===== config.mk =====
export PLATFORM = sky130hd
export DESIGN_NAME = ohci_link_regs_compare_swap
export DESIGN_NICKNAME = d
export VERILOG_FILES = /design/src/core/link_regs_pkg.sv /design/src/core/swap_if.sv /design/src/core/swap_engine.sv /design/src/core/ohci_link_regs_compare_swap.sv
export SDC_FILE = /design/constraint.sdc
export NUM_CORES = 1
export LEC_CHECK = 0
export BUFFER_PORTS_ARGS = -buffer_cell sky130_fd_sc_hd__clkbuf_2
export CORE_MARGIN = 1.5
export CORE_UTILIZATION = 59
export DETAILED_ROUTE_END_ITERATION = 8
export GPL_TIMING_DRIVEN = 0
export HOLD_SLACK_MARGIN = 0.08
export MAX_ROUTING_LAYER = met4
export PLACE_DENSITY = 0.9
export SYNTH_ARGS = -nofsm -noshare
export SYNTH_HDL_FRONTEND = slang
export SYNTH_HIERARCHICAL = 1
export SYNTH_SLANG_ARGS = --single-unit

===== constraint.sdc =====
create_clock -name ref_clk -period 9.05 [get_ports ref_clk]
set_input_delay 2.2625 -clock ref_clk [delete_from_list [all_inputs] [get_ports ref_clk]]
set_output_delay 2.2625 -clock ref_clk [all_outputs]
set_load 0.05 [all_outputs]

===== src/core/link_regs_pkg.sv =====
// package: link register offsets, field layout, reset values and resource codes
package link_regs_pkg;
  // ==========================================================
  // register map
  localparam int unsigned REG_SPACE_BYTES = 2048;
  localparam logic [10:0] OFF_VERSION = 11'h000;
  localparam logic [10:0] OFF_RETRY = 11'h008;
  localparam logic [10:0] OFF_SWAP_NEW = 11'h00c;
  localparam logic [10:0] OFF_SWAP_EXP = 11'h010;
  localparam logic [10:0] OFF_SWAP_CTRL = 11'h014;
  localparam logic [10:0] OFF_HC_SET = 11'h050;
  localparam logic [10:0] OFF_HC_CLR = 11'h054;
  // ==========================================================
  // version codes per compatibility mode
  localparam logic [31:0] VERSION_MODE10 = 32'h0000_0010;
  localparam logic [31:0] VERSION_MODE11 = 32'h0000_0012;
  // ==========================================================
  // retry register fields
  localparam int unsigned RETRY_SEC_LSB = 29;
  localparam int unsigned RETRY_CYC_LSB = 16;
  localparam logic [2:0] SEC_MOD_MAX = 3'h7;
  localparam logic [12:0] CYC_MOD_MAX = 13'h1f3f;
  localparam logic [31:0] RETRY_WR_MASK = 32'h0000_0fff;
  // ==========================================================
  // swap control fields and resets
  localparam int unsigned CTRL_DONE_BIT = 31;
  localparam logic [31:0] CTRL_RESET = 32'h8000_0000;
  localparam logic [31:0] HC_WR_MASK = 32'h0006_0000;
  // ==========================================================
  // bus management resources
  typedef enum logic [1:0] {RES_BM_ID, RES_BW_AVAIL, RES_CH_HI, RES_CH_LO} res_sel_e;
  localparam logic [31:0] RST_BM_ID = 32'h0000_003f;
  localparam logic [31:0] RST_BW_AVAIL = 32'h0000_1333;
  localparam logic [31:0] RST_CH_AVAIL = 32'hffff_ffff;
  localparam logic [11:0] BUS_RES_BASE = 12'h21c;
  localparam logic [11:0] BUS_RES_LAST = 12'h228;
  localparam logic [11:0] BUS_ROM_LIMIT = 12'h400;
endpackage : link_regs_pkg


===== src/core/swap_if.sv =====
// interface: compare-and-swap request and reply between bank and engine
interface swap_if;
  logic req; // one-cycle request pulse
  logic [1:0] sel; // resource selected
  logic [31:0] expect_val; // value to compare
  logic [31:0] new_val; // value to store on match
  logic done; // one-cycle completion pulse
  logic [31:0] old_val; // value before the operation
  modport requester (output req, sel, expect_val, new_val, input done, old_val);
  modport engine (input req, sel, expect_val, new_val, output done, old_val);
endinterface : swap_if


===== src/core/swap_engine.sv =====
// file: the atomic bus management resource store with two swap ports
module swap_engine
  import link_regs_pkg::*;
(
  input wire logic ref_clk,
  input wire logic reset_n,
  input wire logic bus_reset,
  swap_if.engine host,
  swap_if.engine bus,
  output logic [31:0] res_q [4]
);
  // ==========================================================
  // arbitration: one operation per cycle keeps each swap atomic
  wire bus_go = bus.req;
  wire host_go = host.req & ~bus.req;
  logic host_wait_q; // host request deferred by a bus request
  wire host_now = host_go | (host_wait_q & ~bus.req);
  wire [1:0] sel = bus_go ? bus.sel : host.sel;
  wire [31:0] cmp = bus_go ? bus.expect_val : host.expect_val;
  wire [31:0] nv = bus_go ? bus.new_val : host.new_val;
  logic [1:0] hsel_q;
  logic [31:0] hcmp_q;
  logic [31:0] hnew_q;
  wire [1:0] asel = (bus_go | host.req) ? sel : hsel_q;
  wire [31:0] acmp = (bus_go | host.req) ? cmp : hcmp_q;
  wire [31:0] anew = (bus_go | host.req) ? nv : hnew_q;
  wire act = bus_go | host_now;
  wire hit = res_q[asel] == acmp; // full 32-bit test
  // ==========================================================
  // resources: reset values on hardware or bus reset
  always_ff @(posedge ref_clk)
  begin
    if (!reset_n || bus_reset)
    begin
      res_q[0] <= RST_BM_ID;
      res_q[1] <= RST_BW_AVAIL;
      res_q[2] <= RST_CH_AVAIL;
      res_q[3] <= RST_CH_AVAIL;
    end
    else if (act && hit)
    begin
      res_q[asel] <= anew;
    end
  end
  // ==========================================================
  // replies and deferred host request
  always_ff @(posedge ref_clk)
  begin
    if (!reset_n)
    begin
      host_wait_q <= 1'b0;
      hsel_q <= 2'h0;
      hcmp_q <= 32'h0;
      hnew_q <= 32'h0;
      host.done <= 1'b0;
      host.old_val <= 32'h0;
      bus.done <= 1'b0;
      bus.old_val <= 32'h0;
    end
    else
    begin
      if (host.req)
      begin
        hsel_q <= host.sel;
        hcmp_q <= host.expect_val;
        hnew_q <= host.new_val;
      end
      host_wait_q <= (host.req | host_wait_q) & bus.req;
      host.done <= host_now;
      bus.done <= bus_go;
      if (host_now)
        host.old_val <= res_q[asel];
      if (bus_go)
        bus.old_val <= res_q[asel];
    end
  end
  // a bus swap that matches stores its new value in the selected resource
  AST_SWAP_WRITE: assert property (@(posedge ref_clk) disable iff (!reset_n || bus_reset)
    bus_go && hit |=> res_q[$past(asel)] == $past(anew))
    else $error("matching swap did not store new value");
endmodule // swap_engine


===== src/core/ohci_link_regs_compare_swap.sv =====
// file: link register bank with retry limits and compare-and-swap front end
// ==========================================================
// Summary of operation
// - decode 2048-byte register block
// - block starts at programmed base address
// - fields reset zero except done, survive bus reset
// - set address sets, clear address clears
// - both pair addresses read shared register
// - version code follows compatibility mode
// - seconds field counts modulo 8
// - cycle field counts modulo 8000
// - physical response retry limit field
// - response retry limit field
// - request retry limit field
// - bus lock requests served autonomously
// - control write starts one swap
// - completion sets done, returns old value
// - store only on equal compare
// - compare uses full 32 bits
// - bus side: quadlet read and lock
// - resources at consecutive bus addresses
// - resources reload on resets
// - bus may read first 1K of ROM
// - control resets to top bit set
// - done clears on write, sets on completion
// - select codes choose the four resources
module ohci_link_regs_compare_swap
  import link_regs_pkg::*;
(
  input wire logic ref_clk,
  input wire logic reset_n,
  input wire logic bus_reset, // one-cycle 1394 bus reset from the link
  input wire logic mode_11, // compatibility mode, high selects 1.1
  input wire logic [31:0] bar_base, // programmed memory base address
  input wire logic mem_req, // memory access strobe
  input wire logic mem_we, // high for write
  input wire logic [31:0] mem_addr,
  input wire logic [31:0] mem_wdata,
  output logic mem_hit, // access falls in this block
  output logic [31:0] mem_rdata,
  output logic mem_rvalid,
  input wire logic cycle_tick, // one pulse per 1394 cycle
  input wire logic retry_start, // restart the retry time count
  input wire logic lk_req, // 1394 side request
  input wire logic lk_lock, // high for lock, low for read
  input wire logic [11:0] lk_offset, // low bits of 1394 offset
  input wire logic lk_quad, // request is exactly one quadlet
  input wire logic [31:0] lk_arg, // lock compare value
  input wire logic [31:0] lk_data, // lock new value
  output logic lk_ack, // one-cycle answer
  output logic lk_err, // answered with type error
  output logic lk_rom, // read goes to the config ROM image
  output logic [31:0] lk_rdata,
  output logic [3:0] phys_resp_retries,
  output logic [3:0] resp_retries,
  output logic [3:0] req_retries,
  output logic [1:0] hc_ctrl
);
  import link_regs_pkg::*;
  // ==========================================================
  // address decode
  wire [31:0] base_mask = ~32'(REG_SPACE_BYTES - 1);
  wire in_block = (mem_addr & base_mask) == (bar_base & base_mask);
  wire [10:0] off = mem_addr[10:0];
  wire wr = mem_req & mem_we & in_block; // aligned words assumed
  wire rd = mem_req & ~mem_we & in_block;
  wire wr_retry = wr && off == OFF_RETRY;
  wire wr_new = wr && off == OFF_SWAP_NEW;
  wire wr_exp = wr && off == OFF_SWAP_EXP;
  wire wr_ctrl = wr && off == OFF_SWAP_CTRL;
  wire wr_set = wr && off == OFF_HC_SET;
  wire wr_clr = wr && off == OFF_HC_CLR;
  assign mem_hit = mem_req & in_block;
  // ==========================================================
  // storage
  logic [11:0] retry_q; // writable retry limits
  logic [2:0] sec_q; // seconds of retry time
  logic [12:0] cyc_q; // cycles of retry time
  logic [31:0] new_q;
  logic [31:0] exp_q;
  logic done_q;
  logic [1:0] sel_q;
  logic [31:0] hc_q;
  logic [31:0] res_q [4];
  swap_if host_sw ();
  swap_if bus_sw ();
  // ==========================================================
  // retry limit fields steer the transmit side
  assign phys_resp_retries = retry_q[11:8];
  assign resp_retries = retry_q[7:4];
  assign req_retries = retry_q[3:0];
  assign hc_ctrl = hc_q[18:17];
  always_ff @(posedge ref_clk)
  begin
    if (!reset_n)
      retry_q <= 12'h0;
    else if (wr_retry)
      retry_q <= mem_wdata[11:0] & RETRY_WR_MASK[11:0];
  end
  // ==========================================================
  // retry time count: cycles modulo 8000 carry into seconds modulo 8
  always_ff @(posedge ref_clk)
  begin
    if (!reset_n || retry_start)
    begin
      sec_q <= 3'h0;
      cyc_q <= 13'h0;
    end
    else if (cycle_tick)
    begin
      if (cyc_q == CYC_MOD_MAX)
      begin
        cyc_q <= 13'h0;
        sec_q <= (sec_q == SEC_MOD_MAX) ? 3'h0 : sec_q + 3'h1;
      end
      else
        cyc_q <= cyc_q + 13'h1;
    end
  end
  // ==========================================================
  // set/clear pair for link control bits
  always_ff @(posedge ref_clk)
  begin
    if (!reset_n)
      hc_q <= 32'h0;
    else if (wr_set)
      hc_q <= hc_q | (mem_wdata & HC_WR_MASK);
    else if (wr_clr)
      hc_q <= hc_q & ~(mem_wdata & HC_WR_MASK);
  end
  // ==========================================================
  // host swap registers; a write to control starts one swap
  assign host_sw.req = wr_ctrl;
  assign host_sw.sel = mem_wdata[1:0];
  assign host_sw.expect_val = exp_q;
  assign host_sw.new_val = new_q;
  always_ff @(posedge ref_clk)
  begin
    if (!reset_n)
    begin
      new_q <= 32'h0;
      exp_q <= 32'h0;
      done_q <= CTRL_RESET[CTRL_DONE_BIT];
      sel_q <= 2'h0;
    end
    else
    begin
      if (host_sw.done)
        new_q <= host_sw.old_val;
      else if (wr_new)
        new_q <= mem_wdata;
      if (wr_exp)
        exp_q <= mem_wdata;
      // completion wins over a write in the same cycle
      if (host_sw.done)
        done_q <= 1'b1;
      else if (wr_ctrl)
        done_q <= 1'b0;
      if (wr_ctrl)
        sel_q <= mem_wdata[1:0];
    end
  end
  // ==========================================================
  // read mux
  logic [31:0] rmux;
  always_comb
  begin
    unique case (off)
      OFF_VERSION: rmux = mode_11 ? VERSION_MODE11 : VERSION_MODE10;
      OFF_RETRY: rmux = {sec_q, cyc_q, 4'h0, retry_q};
      OFF_SWAP_NEW: rmux = new_q;
      OFF_SWAP_EXP: rmux = exp_q;
      OFF_SWAP_CTRL: rmux = {done_q, 29'h0, sel_q};
      OFF_HC_SET, OFF_HC_CLR: rmux = hc_q;
      default: rmux = 32'h0; // reserved reads zero
    endcase
  end
  always_ff @(posedge ref_clk)
  begin
    if (!reset_n)
    begin
      mem_rdata <= 32'h0;
      mem_rvalid <= 1'b0;
    end
    else
    begin
      mem_rvalid <= rd;
      if (rd)
        mem_rdata <= rmux;
    end
  end
  // ==========================================================
  // 1394 side: resource decode, quadlet read and lock only
  wire lk_res = lk_offset >= BUS_RES_BASE && lk_offset <= BUS_RES_LAST && lk_offset[1:0] == 2'h0;
  wire [1:0] lk_sel = 2'(((lk_offset - BUS_RES_BASE) >> 2));
  wire lk_romreq = lk_offset < BUS_ROM_LIMIT && !lk_lock && lk_quad;
  wire lk_ok = lk_quad && lk_res;
  assign bus_sw.req = lk_req & lk_ok & lk_lock;
  assign bus_sw.sel = lk_sel;
  assign bus_sw.expect_val = lk_arg;
  assign bus_sw.new_val = lk_data;
  logic lk_rd_q; // plain read answered next cycle
  logic lk_err_q;
  logic [31:0] lk_rd_val_q;
  always_ff @(posedge ref_clk)
  begin
    if (!reset_n)
    begin
      lk_rd_q <= 1'b0;
      lk_err_q <= 1'b0;
      lk_rom <= 1'b0;
      lk_rd_val_q <= 32'h0;
    end
    else
    begin
      lk_rd_q <= lk_req & lk_ok & ~lk_lock;
      lk_err_q <= lk_req & ~lk_ok & ~lk_romreq;
      lk_rom <= lk_req & ~lk_ok & lk_romreq;
      if (lk_req)
        lk_rd_val_q <= res_q[lk_sel];
    end
  end
  assign lk_ack = bus_sw.done | lk_rd_q | lk_err_q | lk_rom;
  assign lk_err = lk_err_q;
  assign lk_rdata = bus_sw.done ? bus_sw.old_val : (lk_rd_q ? lk_rd_val_q : 32'h0);
  // ==========================================================
  // atomic store
  swap_engine u_engine (
    .ref_clk(ref_clk),
    .reset_n(reset_n),
    .bus_reset(bus_reset),
    .host(host_sw.engine),
    .bus(bus_sw.engine),
    .res_q(res_q)
  );
  // ==========================================================
  // checks
  AST_CTRL_RESET: assert property (@(posedge ref_clk)
    !reset_n |=> done_q && sel_q == 2'h0)
    else $error("control not at reset value");
  AST_DONE_CLEAR: assert property (@(posedge ref_clk) disable iff (!reset_n)
    wr_ctrl && !host_sw.done |=> !done_q)
    else $error("done not cleared by control write");
  AST_DONE_SET: assert property (@(posedge ref_clk) disable iff (!reset_n)
    wr_ctrl |-> ##[1:3] done_q)
    else $error("host swap did not complete");
  AST_OLD_VALUE: assert property (@(posedge ref_clk) disable iff (!reset_n)
    host_sw.done |=> new_q == $past(host_sw.old_val))
    else $error("data register not loaded with old value");
  AST_SET_BITS: assert property (@(posedge ref_clk) disable iff (!reset_n)
    wr_set |=> (hc_q & ($past(mem_wdata) & HC_WR_MASK)) == ($past(mem_wdata) & HC_WR_MASK))
    else $error("set write left bit clear");
  AST_CLR_BITS: assert property (@(posedge ref_clk) disable iff (!reset_n)
    wr_clr |=> (hc_q & $past(mem_wdata)) == 32'h0)
    else $error("clear write left bit set");
  AST_CYC_WRAP: assert property (@(posedge ref_clk) disable iff (!reset_n)
    cyc_q <= CYC_MOD_MAX)
    else $error("cycle count beyond modulo");
  AST_VERSION: assert property (@(posedge ref_clk) disable iff (!reset_n)
    rd && off == OFF_VERSION |=> mem_rdata == ($past(mode_11) ? VERSION_MODE11 : VERSION_MODE10))
    else $error("wrong version code");
  AST_BUS_RESET: assert property (@(posedge ref_clk) disable iff (!reset_n)
    bus_reset |=> res_q[0] == RST_BM_ID && res_q[3] == RST_CH_AVAIL)
    else $error("resources not reloaded on bus reset");
endmodule // ohci_link_regs_compare_swap


### Word-level counts from Yosys, hierarchy flattened

Index checks and enable logic that the tools add are counted.

* output and inout bits: 83
* bits of input ports: 183
* register bits after elaboration: 454
* word-level logic and storage cells: 125

* equal/unequal tests: 10
* multiplexer cells: 25
* $lt $le $gt $ge: 6
* reductions and logical operators: 24
* $add $sub $neg: 3
* bitwise gates (word level): 32

Operators with widths (number)
* 32-bit two-way mux: 15
* 32-bit one-hot mux with 6 select lines: 1
* 32-bit binary-select mux with 2-bit select: 2
* 128-bit bitwise mux: 1
* 32-bit demux with 2-bit select: 1
* 32-bit AND: 1
* 32-bit equality test: 1
* 19-bit inverter with 32-bit output: 1
* 32-bit by 19-bit bitwise OR with 32-bit output: 1
* 11-bit by 4-bit equality test with 1-bit output, second input constant: 2
* 11-bit by 5-bit equality test with 1-bit output, second input constant: 2
* 11-bit by 7-bit equality test with 1-bit output, second input constant: 2
* 21-bit equality test: 1
* 1-bit AND: 14
* 13-bit by 1-bit adder with 13-bit output, second input constant: 1
* 13-bit equality test, second input constant: 1
* 1-bit logical AND: 13
* 13-bit two-way mux: 1
* 12-bit by 10-bit greater-or-equal comparator with 1-bit output, second input constant: 1
* 12-bit by 10-bit <= comparator with 1-bit output, second input constant: 1
* 12-bit by 11-bit < comparator with 1-bit output, second input constant: 1
* 11-bit logical NOT: 1
* 1-bit bitwise OR: 7
* 3-bit greater-or-equal comparator, second input constant: 2
* other kinds (14): 26

### Depth between registers and ports, before layout

Gate-level depths: netlist of the first run.

* depth in word-level cells: 14
* depth in mapped cells: 23
* mapped depth without buffers: 16

### Hierarchy

Netlist of the first run, hierarchy kept.

Modules (own cells, without submodules)
* swap_engine: seq. area each 5225.0 um^2, instances 1, area each 13240.2 um^2, cells each 1334
* ohci_link_regs_compare_swap: seq. area each 3303.2 um^2, instances 1, area each 9288.9 um^2, cells each 1061

### Worst setup path before layout of the first run

No wires, ideal clock.

* kind: input -> register
* from: input bar_base[18]
* to: register u_engine/res_q[13] in the netlist's numbering
* stages on the path: 20
* buffers on the path: 6
* data arrival time: 6932 ps
* setup slack: 1997 ps
* library setup time: 121 ps
* cell sequence: xnor2_1 > nand4_1 > nor3_1 > buf_2 > buf_1 > nand3_1 > nor2_1 > buf_6 > mux2_4 > o21ai_4 > buf_8 > mux4_2 > xor2_1 > nand2_1 > or4_1 > or4_4 > nand4b_4 > buf_6 > buf_6 > mux2i_1

* cells in the longest elaborated chain, start to end: 11
* elaborated cells between the ends (all ways): 22
* those cells by class: order compare (2); eq/ne (2); mux (9); bitwise (6); reduce/logical (3)

Ends and longest elaborated chain
* start: declaration: line ohci_link_regs_compare_swap.sv:34 `input wire logic [31:0] bar_base,`
* 21-bit equality test (*): line ohci_link_regs_compare_swap.sv:63 `wire in_block = (mem_addr & base_mask) == (bar_base & base_mask);`
* 1-bit AND (*): line ohci_link_regs_compare_swap.sv:65 `wire wr = mem_req & mem_we & in_block;`
* 1-bit logical AND (*): line ohci_link_regs_compare_swap.sv:70 `wire wr_ctrl = wr && off == OFF_SWAP_CTRL;`
* via host_sw.req: line swap_if.sv:3 `logic req;`
* 1-bit bitwise OR: line swap_engine.sv:24, swap_engine.sv:25, swap_engine.sv:26
* 2-bit two-way mux: line swap_engine.sv:24 `wire [1:0] asel = (bus_go | host.req) ? sel : hsel_q;`
* 2-bit inverter with 3-bit output (not written as such): line swap_engine.sv:28, swap_engine.sv:42
* 32-bit binary-select mux with 2-bit select (tied with other cells): line swap_engine.sv:28 `wire hit = res_q[asel] == acmp;`
* 32-bit two-way mux (not written as such) or 1-bit logical AND (tied branches): line swap_engine.sv:28, swap_engine.sv:42
* 32-bit two-way mux, on equally long branches: line swap_engine.sv:28, swap_engine.sv:42
* 32-bit equality test or 32-bit demux with 2-bit select (tied branches): line swap_engine.sv:28, swap_engine.sv:42
* 1-bit logical AND or 128-bit bitwise mux (tied branches): line swap_engine.sv:40, swap_engine.sv:42
* end signal: indexed assignment: line swap_engine.sv:42 `res_q[asel] <= anew;`
* end: declaration: line swap_engine.sv:10 `output logic [31:0] res_q [4]`

The timed path passes the listed nets; every way through them passes the cells marked *. The select of a mux whose other input is x is not followed.
A chain may end at the register's enable or synchronous reset.

### Worst setup path in the final report of the first run

* from: input bar_base[28]
* to: register u_engine/res_q[55] in the netlist's numbering

Same word-level chain as after synthesis.

==> flow_summary_export.csv, run 1 <==
group,metric,value,unit
worst_setup_path,critical_path_class,"in -> reg",
route,drt_iter0_markers,2395,
layout,drive_gt1_share,20.6,%
sta,finalWorstPathRequiredPeriod,9.04,ns
route,firstDrtPassIters,8,
route,viasPerCell,6.40,
yosys,synth_area_leaders,"dfxtp_1, mux2i_1, mux4_2",
sta,rsz0062_at_grt,"false",
clocking,clock_latency,0.59,ns
floorplan,rows,71,
yosys,yosys.area.top_type,"dfxtp_1",
sta,slew-limit-headroom,7.68,%
route,drc,0,
grt,grt_max_degree,14,
clocking,clock_path_buffers,3,
worst_setup_path,cp-end-kind,"register",
floorplan,core-area,0.0377,mm^2
route,via_count,20700,
sta,finalCritPeriodShare,99.8,%
worst_setup_path,arrival,9.50,ns
layout,final_util,68.8,%
sta,fmax,0.111,GHz
clocking,clock_tree.root_cell,"clkbuf_16",
place,place.gp.congestion,1.05,
yosys,synth_seq_cells,426,
yosys,synthCells,2395,
layout,syn2layout_area_growth,15.0,%
floorplan,start_util,59.8,%
sta,worstMarginPinSlew,1.38,ns
sta,fin_ws,0.0146,ns
clocking,clock-sinks,426,
yosys,synth_top_area_share,37.9,%
yosys,syn_avg_cell_area,9.41,um^2
grt,grt_pass1_wl,123000,um
yosys,yosysMostFrequentCell,"dfxtp_1",
yosys,async_flop_share,0,%
pwr,power_density,155,mW/mm^2
floorplan,die_height,198,um
floorplan,pin_count,266,
route,routed_wl,85000,um
floorplan,die_x,198,um
status,status,"finished clean",
sta,finalHoldViolCount,0,
yosys,yosysWarnings,6,
place,dp_worst_setup_slack,-0.584,ns
place,dp.cells,3157,
worst_setup_path,path_max_fanout,10,
worst_setup_path,cp_data_required_time,9.52,ns
clocking,cts_tree,"built",
clocking,cts-htree-levels,2,
yosys,synth_cell_types,76,
yosys,synth-seq-area-share,37.9,%
route,wl_per_cell,26.2,um
clocking,cts_buffers,44,
grt,overflow,0,
clocking,clk_pin_slew,0.06,ns
yosys,synth-edff-count,0,
worst_setup_path,start_kind,"primary input",
grt,grt_use_total,43.6,%
pwr,ir_worst_vdd,0.173,mV
yosys,synth-main-ff-cell,"dfxtp_1",
route,ant_nets,0,
place,dp_hpwl,66200,um
yosys,syn_area,0.0225,mm^2
floorplan,die_area,0.0394,mm^2
sta,worst_clock_skew,0.0229,ns
place,port_buffers,251,
grt,grt_pass1_vias,20300,
grt,antenna_found_initial,4,
yosys,synth_nets,2583,
job,cap_viol_max_count,0,
layout,final_cells,3244,
pwr,leakage,0.0105,uW
yosys,synth_common_cells,"dfxtp_1, nand2_1, mux2i_1, nor2_1, clkbuf_1",
sta,slew_violations,0,
worst_hold_path,hold_class,"reg -> reg",
sta,setup_viol,0,
layout,fin_nets,2880,
repair_timing:
item                                    4_1_cts  5_1_grt
endpoints found under the hold margin         0        0
buffers inserted                              0        0
pin swaps                                     0        0
endpoints found under the setup margin        9       12
hold buffers                                  0        0
gates resized for setup                       1        1
per-stage QoR:
step                      power, uW  area (um^2)  TNS, ns  hold slack, ns
after floorplan                2070        22500        0           0.430
after global placement         2190        24400   -19.49           0.442
after detailed placement       2190        24400   -13.97           0.449
after CTS                      4010        25900        0           0.460
after global routing           4090        25900        0           0.480
final                          4010        25900        0           0.456
area by class of cell:
cell class	count	area [um^2]
repair buffers	251	1260
inverters	14	52.6
fillers	2910	11800
well taps	511	639
plain buffers	201	890
clock buffers	62	1270
flip-flops and latches	426	8530
clock inverters	18	183
diodes	7	17.5
multi-input cells	1754	13100
flip-flops by register name (all words and copies together) (netlist names), 3 cells and up, named ones only:
register               flops
u_engine/res_q           128
exp_q                     32
host_sw.new_val           32
lk_rd_val_q               32
mem_rdata                 32
u_engine/bus.old_val      32
u_engine/hcmp_q           32
u_engine/hnew_q           32
u_engine/host.old_val     32
cyc_q                     13
retry_q                   12
sec_q                      3
cells in the final DEF (no fill, tap or decap), types with 7 or more instances in the layout:
cell and n:
dfxtp_1 426, nand2_1 380, mux2i_1 338, clkbuf_2 251
nor2_1 200, clkbuf_1 132, mux2_2 98, o21ai_0 80
and2_1 77, mux4_2 67, nand4_1 54, nor2b_1 46
clkbuf_16 44, buf_2 39, nor3b_1 37, a311oi_1 33
xnor2_1 30, a21oi_1 28, a21boi_0 28, xor2_1 26
buf_1 23, o2bb2ai_1 23, nand3_1 18, a221o_1 14
nand2b_1 13, o211ai_1 13, clkinv_2 12, inv_1 11
clkbuf_8 10, and3_1 9, a211oi_1 9, buf_4 8
a22oi_1 8, diode_2 7, nor3_1 7, nor4b_1 7
a41oi_1 7, o2111ai_1 7
final timing paths:
kind / start / to / slack [ns] / cells past startpoint
min reg2reg: mem_rdata[21]$_SDFFE_PN0P_ / mem_rdata[21]$_SDFFE_PN0P_ / 0.46 / 2
max: bar_base[28] / u_engine/res_q[55]$_SDFFE_PP1P_ / 0.01 / 21
max reg2reg: u_engine/hsel_q[0]$_SDFFE_PN0P_ / u_engine/res_q[55]$_SDFFE_PP1P_ / 3.91 / 12
min: mem_rdata[21]$_SDFFE_PN0P_ / mem_rdata[21]$_SDFFE_PN0P_ / 0.46 / 2
where the power goes:
group	internal [uW]	switching (uW)	leakage [uW]	total, uW
Combinational	100	171	0.00633	271
Clock	1060	785	0.000725	1850
Sequential	1890	7.21	0.00344	1890
Total	3050	964	0.0105	4010
routing by layer:
layer / share of wire (%) / vias to the layer above / global-route usage, %
met2: 45 / 1341 / 67.8
met5: 0 / - / -
met1: 37 / 9914 / 50.6
met4: 7.8 / 0 / 31.0
met3: 10 / 362 / 8.99
li1: - / 9132 / -
cell families after synthesis:
group	count (synthesis)	share of synthesized area (%)
multiplexers	507	27.0
buffers and inverters	215	4.18
flip-flops	426	37.9
AND/OR/NAND/NOR	890	19.1
XOR/XNOR	56	2.18
adder cells (fa/ha/maj)	5	0.278
AO/OA/AOI/OAI	296	9.45
worst max-delay path, cell delays in order:
cell	delay (ns)
clkbuf_2	0.09
xnor2_1	0.15
nand4_1	0.13
nor3_2	0.68
buf_2	0.38
buf_1	0.45
nand3_1	0.14
nor2_1	0.25
buf_6	0.20
mux2_4	0.37
o21ai_4	0.32
buf_2	0.40
buf_4	0.32
buf_2	0.47
mux2i_1	0.63
xor2_1	0.28
a32o_1	0.29
nor3b_1	0.19
and4_1	0.25
nand4_1	0.64
a221o_1	0.58
Note: power is estimated with default switching activity, not from simulation.
==> run 2: changes to the inputs <==
--- a/config.mk
+++ b/config.mk
@@ -7,12 +7,12 @@
 export LEC_CHECK = 0
 export BUFFER_PORTS_ARGS = -buffer_cell sky130_fd_sc_hd__clkbuf_2
 export CORE_MARGIN = 1.5
-export CORE_UTILIZATION = 59
+export CORE_UTILIZATION = 55
 export DETAILED_ROUTE_END_ITERATION = 8
 export GPL_TIMING_DRIVEN = 0
 export HOLD_SLACK_MARGIN = 0.08
 export MAX_ROUTING_LAYER = met4
-export PLACE_DENSITY = 0.9
+export PLACE_DENSITY = 0.85
 export SYNTH_ARGS = -nofsm -noshare
 export SYNTH_HDL_FRONTEND = slang
 export SYNTH_HIERARCHICAL = 1
==> flow_summary_export.csv, run 2 (same netlist as run 1, synthesis figures left out) <==
group,metric,value,unit
floorplan,core-area,0.0401,mm^2
worst_setup_path,r2r-end,"u_engine/res_q[58]$_SDFFE_PP1P_",
clocking,cts-htree-levels,2,
worst_setup_path,arrival,9.54,ns
worst_hold_path,hold_start,"mem_rdata[8]$_SDFFE_PN0P_",
pwr,internal_power,3080,uW
route,firstDrtPassIters,8,
floorplan,die_x,205,um
worst_setup_path,cp_data_required_time,9.51,ns
grt,grt_use_total,40.7,%
pwr,clock_power_share,46.6,%
clocking,cts_tree,"built",
clocking,clock-sinks,426,
place,dp.cells,3171,
sta,slew-limit-headroom,13.3,%
worst_setup_path,cp-end-kind,"register",
grt,antenna_found_initial,1,
grt,grt_pass1_wl,124000,um
route,drt_iter0_markers,2476,
sta,fin_ws,-0.0314,ns
worst_setup_path,r2r-start,"u_engine/hsel_q[0]$_SDFFE_PN0P_",
status,status,"finished with violations",
pwr,power,4050,uW
route,via_count,20700,
route,wl_per_cell,25.9,um
layout,final_cells,3248,
place,dp_hpwl,65200,um
pwr,leakage,0.0105,uW
layout,final_util,64.6,%
grt,grt_pass1_vias,20200,
layout,largest_reg_flops,128,
clocking,clk_pin_slew,0.06,ns
grt,overflow,0,
layout,drive_gt1_share,20.6,%
route,drc,0,
worst_setup_path,critical_path_class,"in -> reg",
sta,fmax,0.110,GHz
pwr,power_density,156,mW/mm^2
place,port_buffers,251,
clocking,clock_tree.root_cell,"clkbuf_16",
pwr,ir_worst_vdd,0.133,mV
sta,finalWorstPathRequiredPeriod,9.08,ns
job,cap_viol_max_count,0,
sta,worst_clock_skew,0.0241,ns
worst_setup_path,start_kind,"primary input",
worst_hold_path,hold_class,"reg -> reg",
status,violations,"negative setup slack",
place,dp_worst_setup_slack,-0.149,ns
route,viasPerCell,6.36,
floorplan,die_height,205,um
pwr,swShare,24.0,%
grt,grt_max_degree,15,
layout,fin_nets,2880,
route,ant_nets,0,
sta,rsz0062_at_grt,"false",
sta,setup_tns,-0.0314,ns
worst_setup_path,path_max_fanout,10,
route,routed_wl,84200,um
place,place.gp.congestion,1.00,
sta,finalCritPeriodShare,100,%
sta,slew_violations,0,
worst_setup_path,rrSetupSlack,4.06,ns
pwr,combPwrFrac,6.7,%
sta,setup_viol,1,
clocking,clock_latency,0.60,ns
layout,final_cell_mix,"dfxtp_1, nand2_1, mux2i_1",
worst_hold_path,min_delay_worst_endpoint,"mem_rdata[8]$_SDFFE_PN0P_",
pwr,p_seq_share,46.7,%
floorplan,rows,73,
floorplan,pin_count,266,
floorplan,die_area,0.0422,mm^2
sta,finalHoldViolCount,0,
layout,final_common_cell,"dfxtp_1",
floorplan,start_util,56.2,%
layout,largest_register,"u_engine/res_q",
layout,syn2layout_area_growth,15.1,%
clocking,cts_buffers,44,
sta,worstMarginPinSlew,1.30,ns
worst_setup_path,r2r_cells,12,
clocking,clock_path_buffers,3,
pwr,switchingPower,971,uW
worst_hold_path,hold_depth,2,
-- run 2: cell count changes in the layout (fill, tap and decap cells not counted), sizes merged --
cell	change
clkbuf	-7
diode	-6
bufinv	+2
clkinv	-2
clkinvlp	+2
inv	+1
-- run 2: stage by stage --
step                      hold slack, ns  cell area [um^2]
after floorplan                    0.430             22500
after global placement             0.439             24400
after detailed placement           0.450             24400
after CTS                          0.460             25900
after global routing               0.483             25900
final                              0.458             25900
-- run 2: critical path, stage by stage --
cell	delay [ns]
clkbuf_2	0.09
xnor2_1	0.15
nand4_1	0.11
nor3_1	0.86
buf_2	0.41
buf_1	0.44
nand3_1	0.15
nor2_1	0.26
buf_6	0.21
mux2_4	0.38
o21ai_4	0.33
buf_2	0.42
buf_4	0.35
buf_2	0.44
mux2i_1	0.50
xor2_1	0.26
a32o_1	0.29
nor3b_1	0.20
and4_1	0.24
nand4_1	0.56
a221o_1	0.58
-- run 2: worst max path at each step --
stage	startpoint	slack (ns)	end	cells past startpoint
floorplan	bar_base[18]	2.00	u_engine/res_q[13]$_SDFFE_PP1P_	20
global placement	bar_base[12]	-0.11	u_engine/res_q[55]$_SDFFE_PP1P_	20
detailed placement	bar_base[12]	-0.15	u_engine/res_q[58]$_SDFFE_PP1P_	20
CTS	bar_base[12]	0.38	u_engine/res_q[58]$_SDFFE_PP1P_	20
global route	bar_base[18]	0.02	u_engine/res_q[58]$_SDFFE_PP1P_	21
finish	bar_base[28]	-0.03	u_engine/res_q[58]$_SDFFE_PP1P_	21
-- run 2: cell type report --
type,count,area (um^2)
Clock buffer,55,1210
Sequential cell,426,8530
Multi-Input combinational cell,1754,13100
Fill cell,3236,14200
Clock inverter,21,256
Antenna cell,1,2.50
Timing Repair Buffer,251,1260
Buffer,201,890
Tap cell,525,657
Inverter,14,52.6
-- run 2: per-layer routing --
| metal | track usage, % | wire [um] |
|---|---|---|
| met1 | 49.7 | 32400 |
| met2 | 64.6 | 38600 |
| met3 | 7.27 | 8530 |
| met4 | 21.0 | 4660 |
| met5 | - | 0 |
-- run 2: power groups by stage --
stage               sequential, uW  clock (uW)  combinational (uW)
global route                  1890        1970                 281
finish                        1890        1890                 270
CTS                           1890        1890                 260
global placement              1930           0                 255
detailed placement            1940           0                 258
floorplan                     1930           0                 141
-- run 2: what timing repair did --
item	4_1_cts	5_1_grt
gates resized for setup	0	1
hold buffers	0	0
endpoints found under the setup margin	0	9
setup buffers	0	0
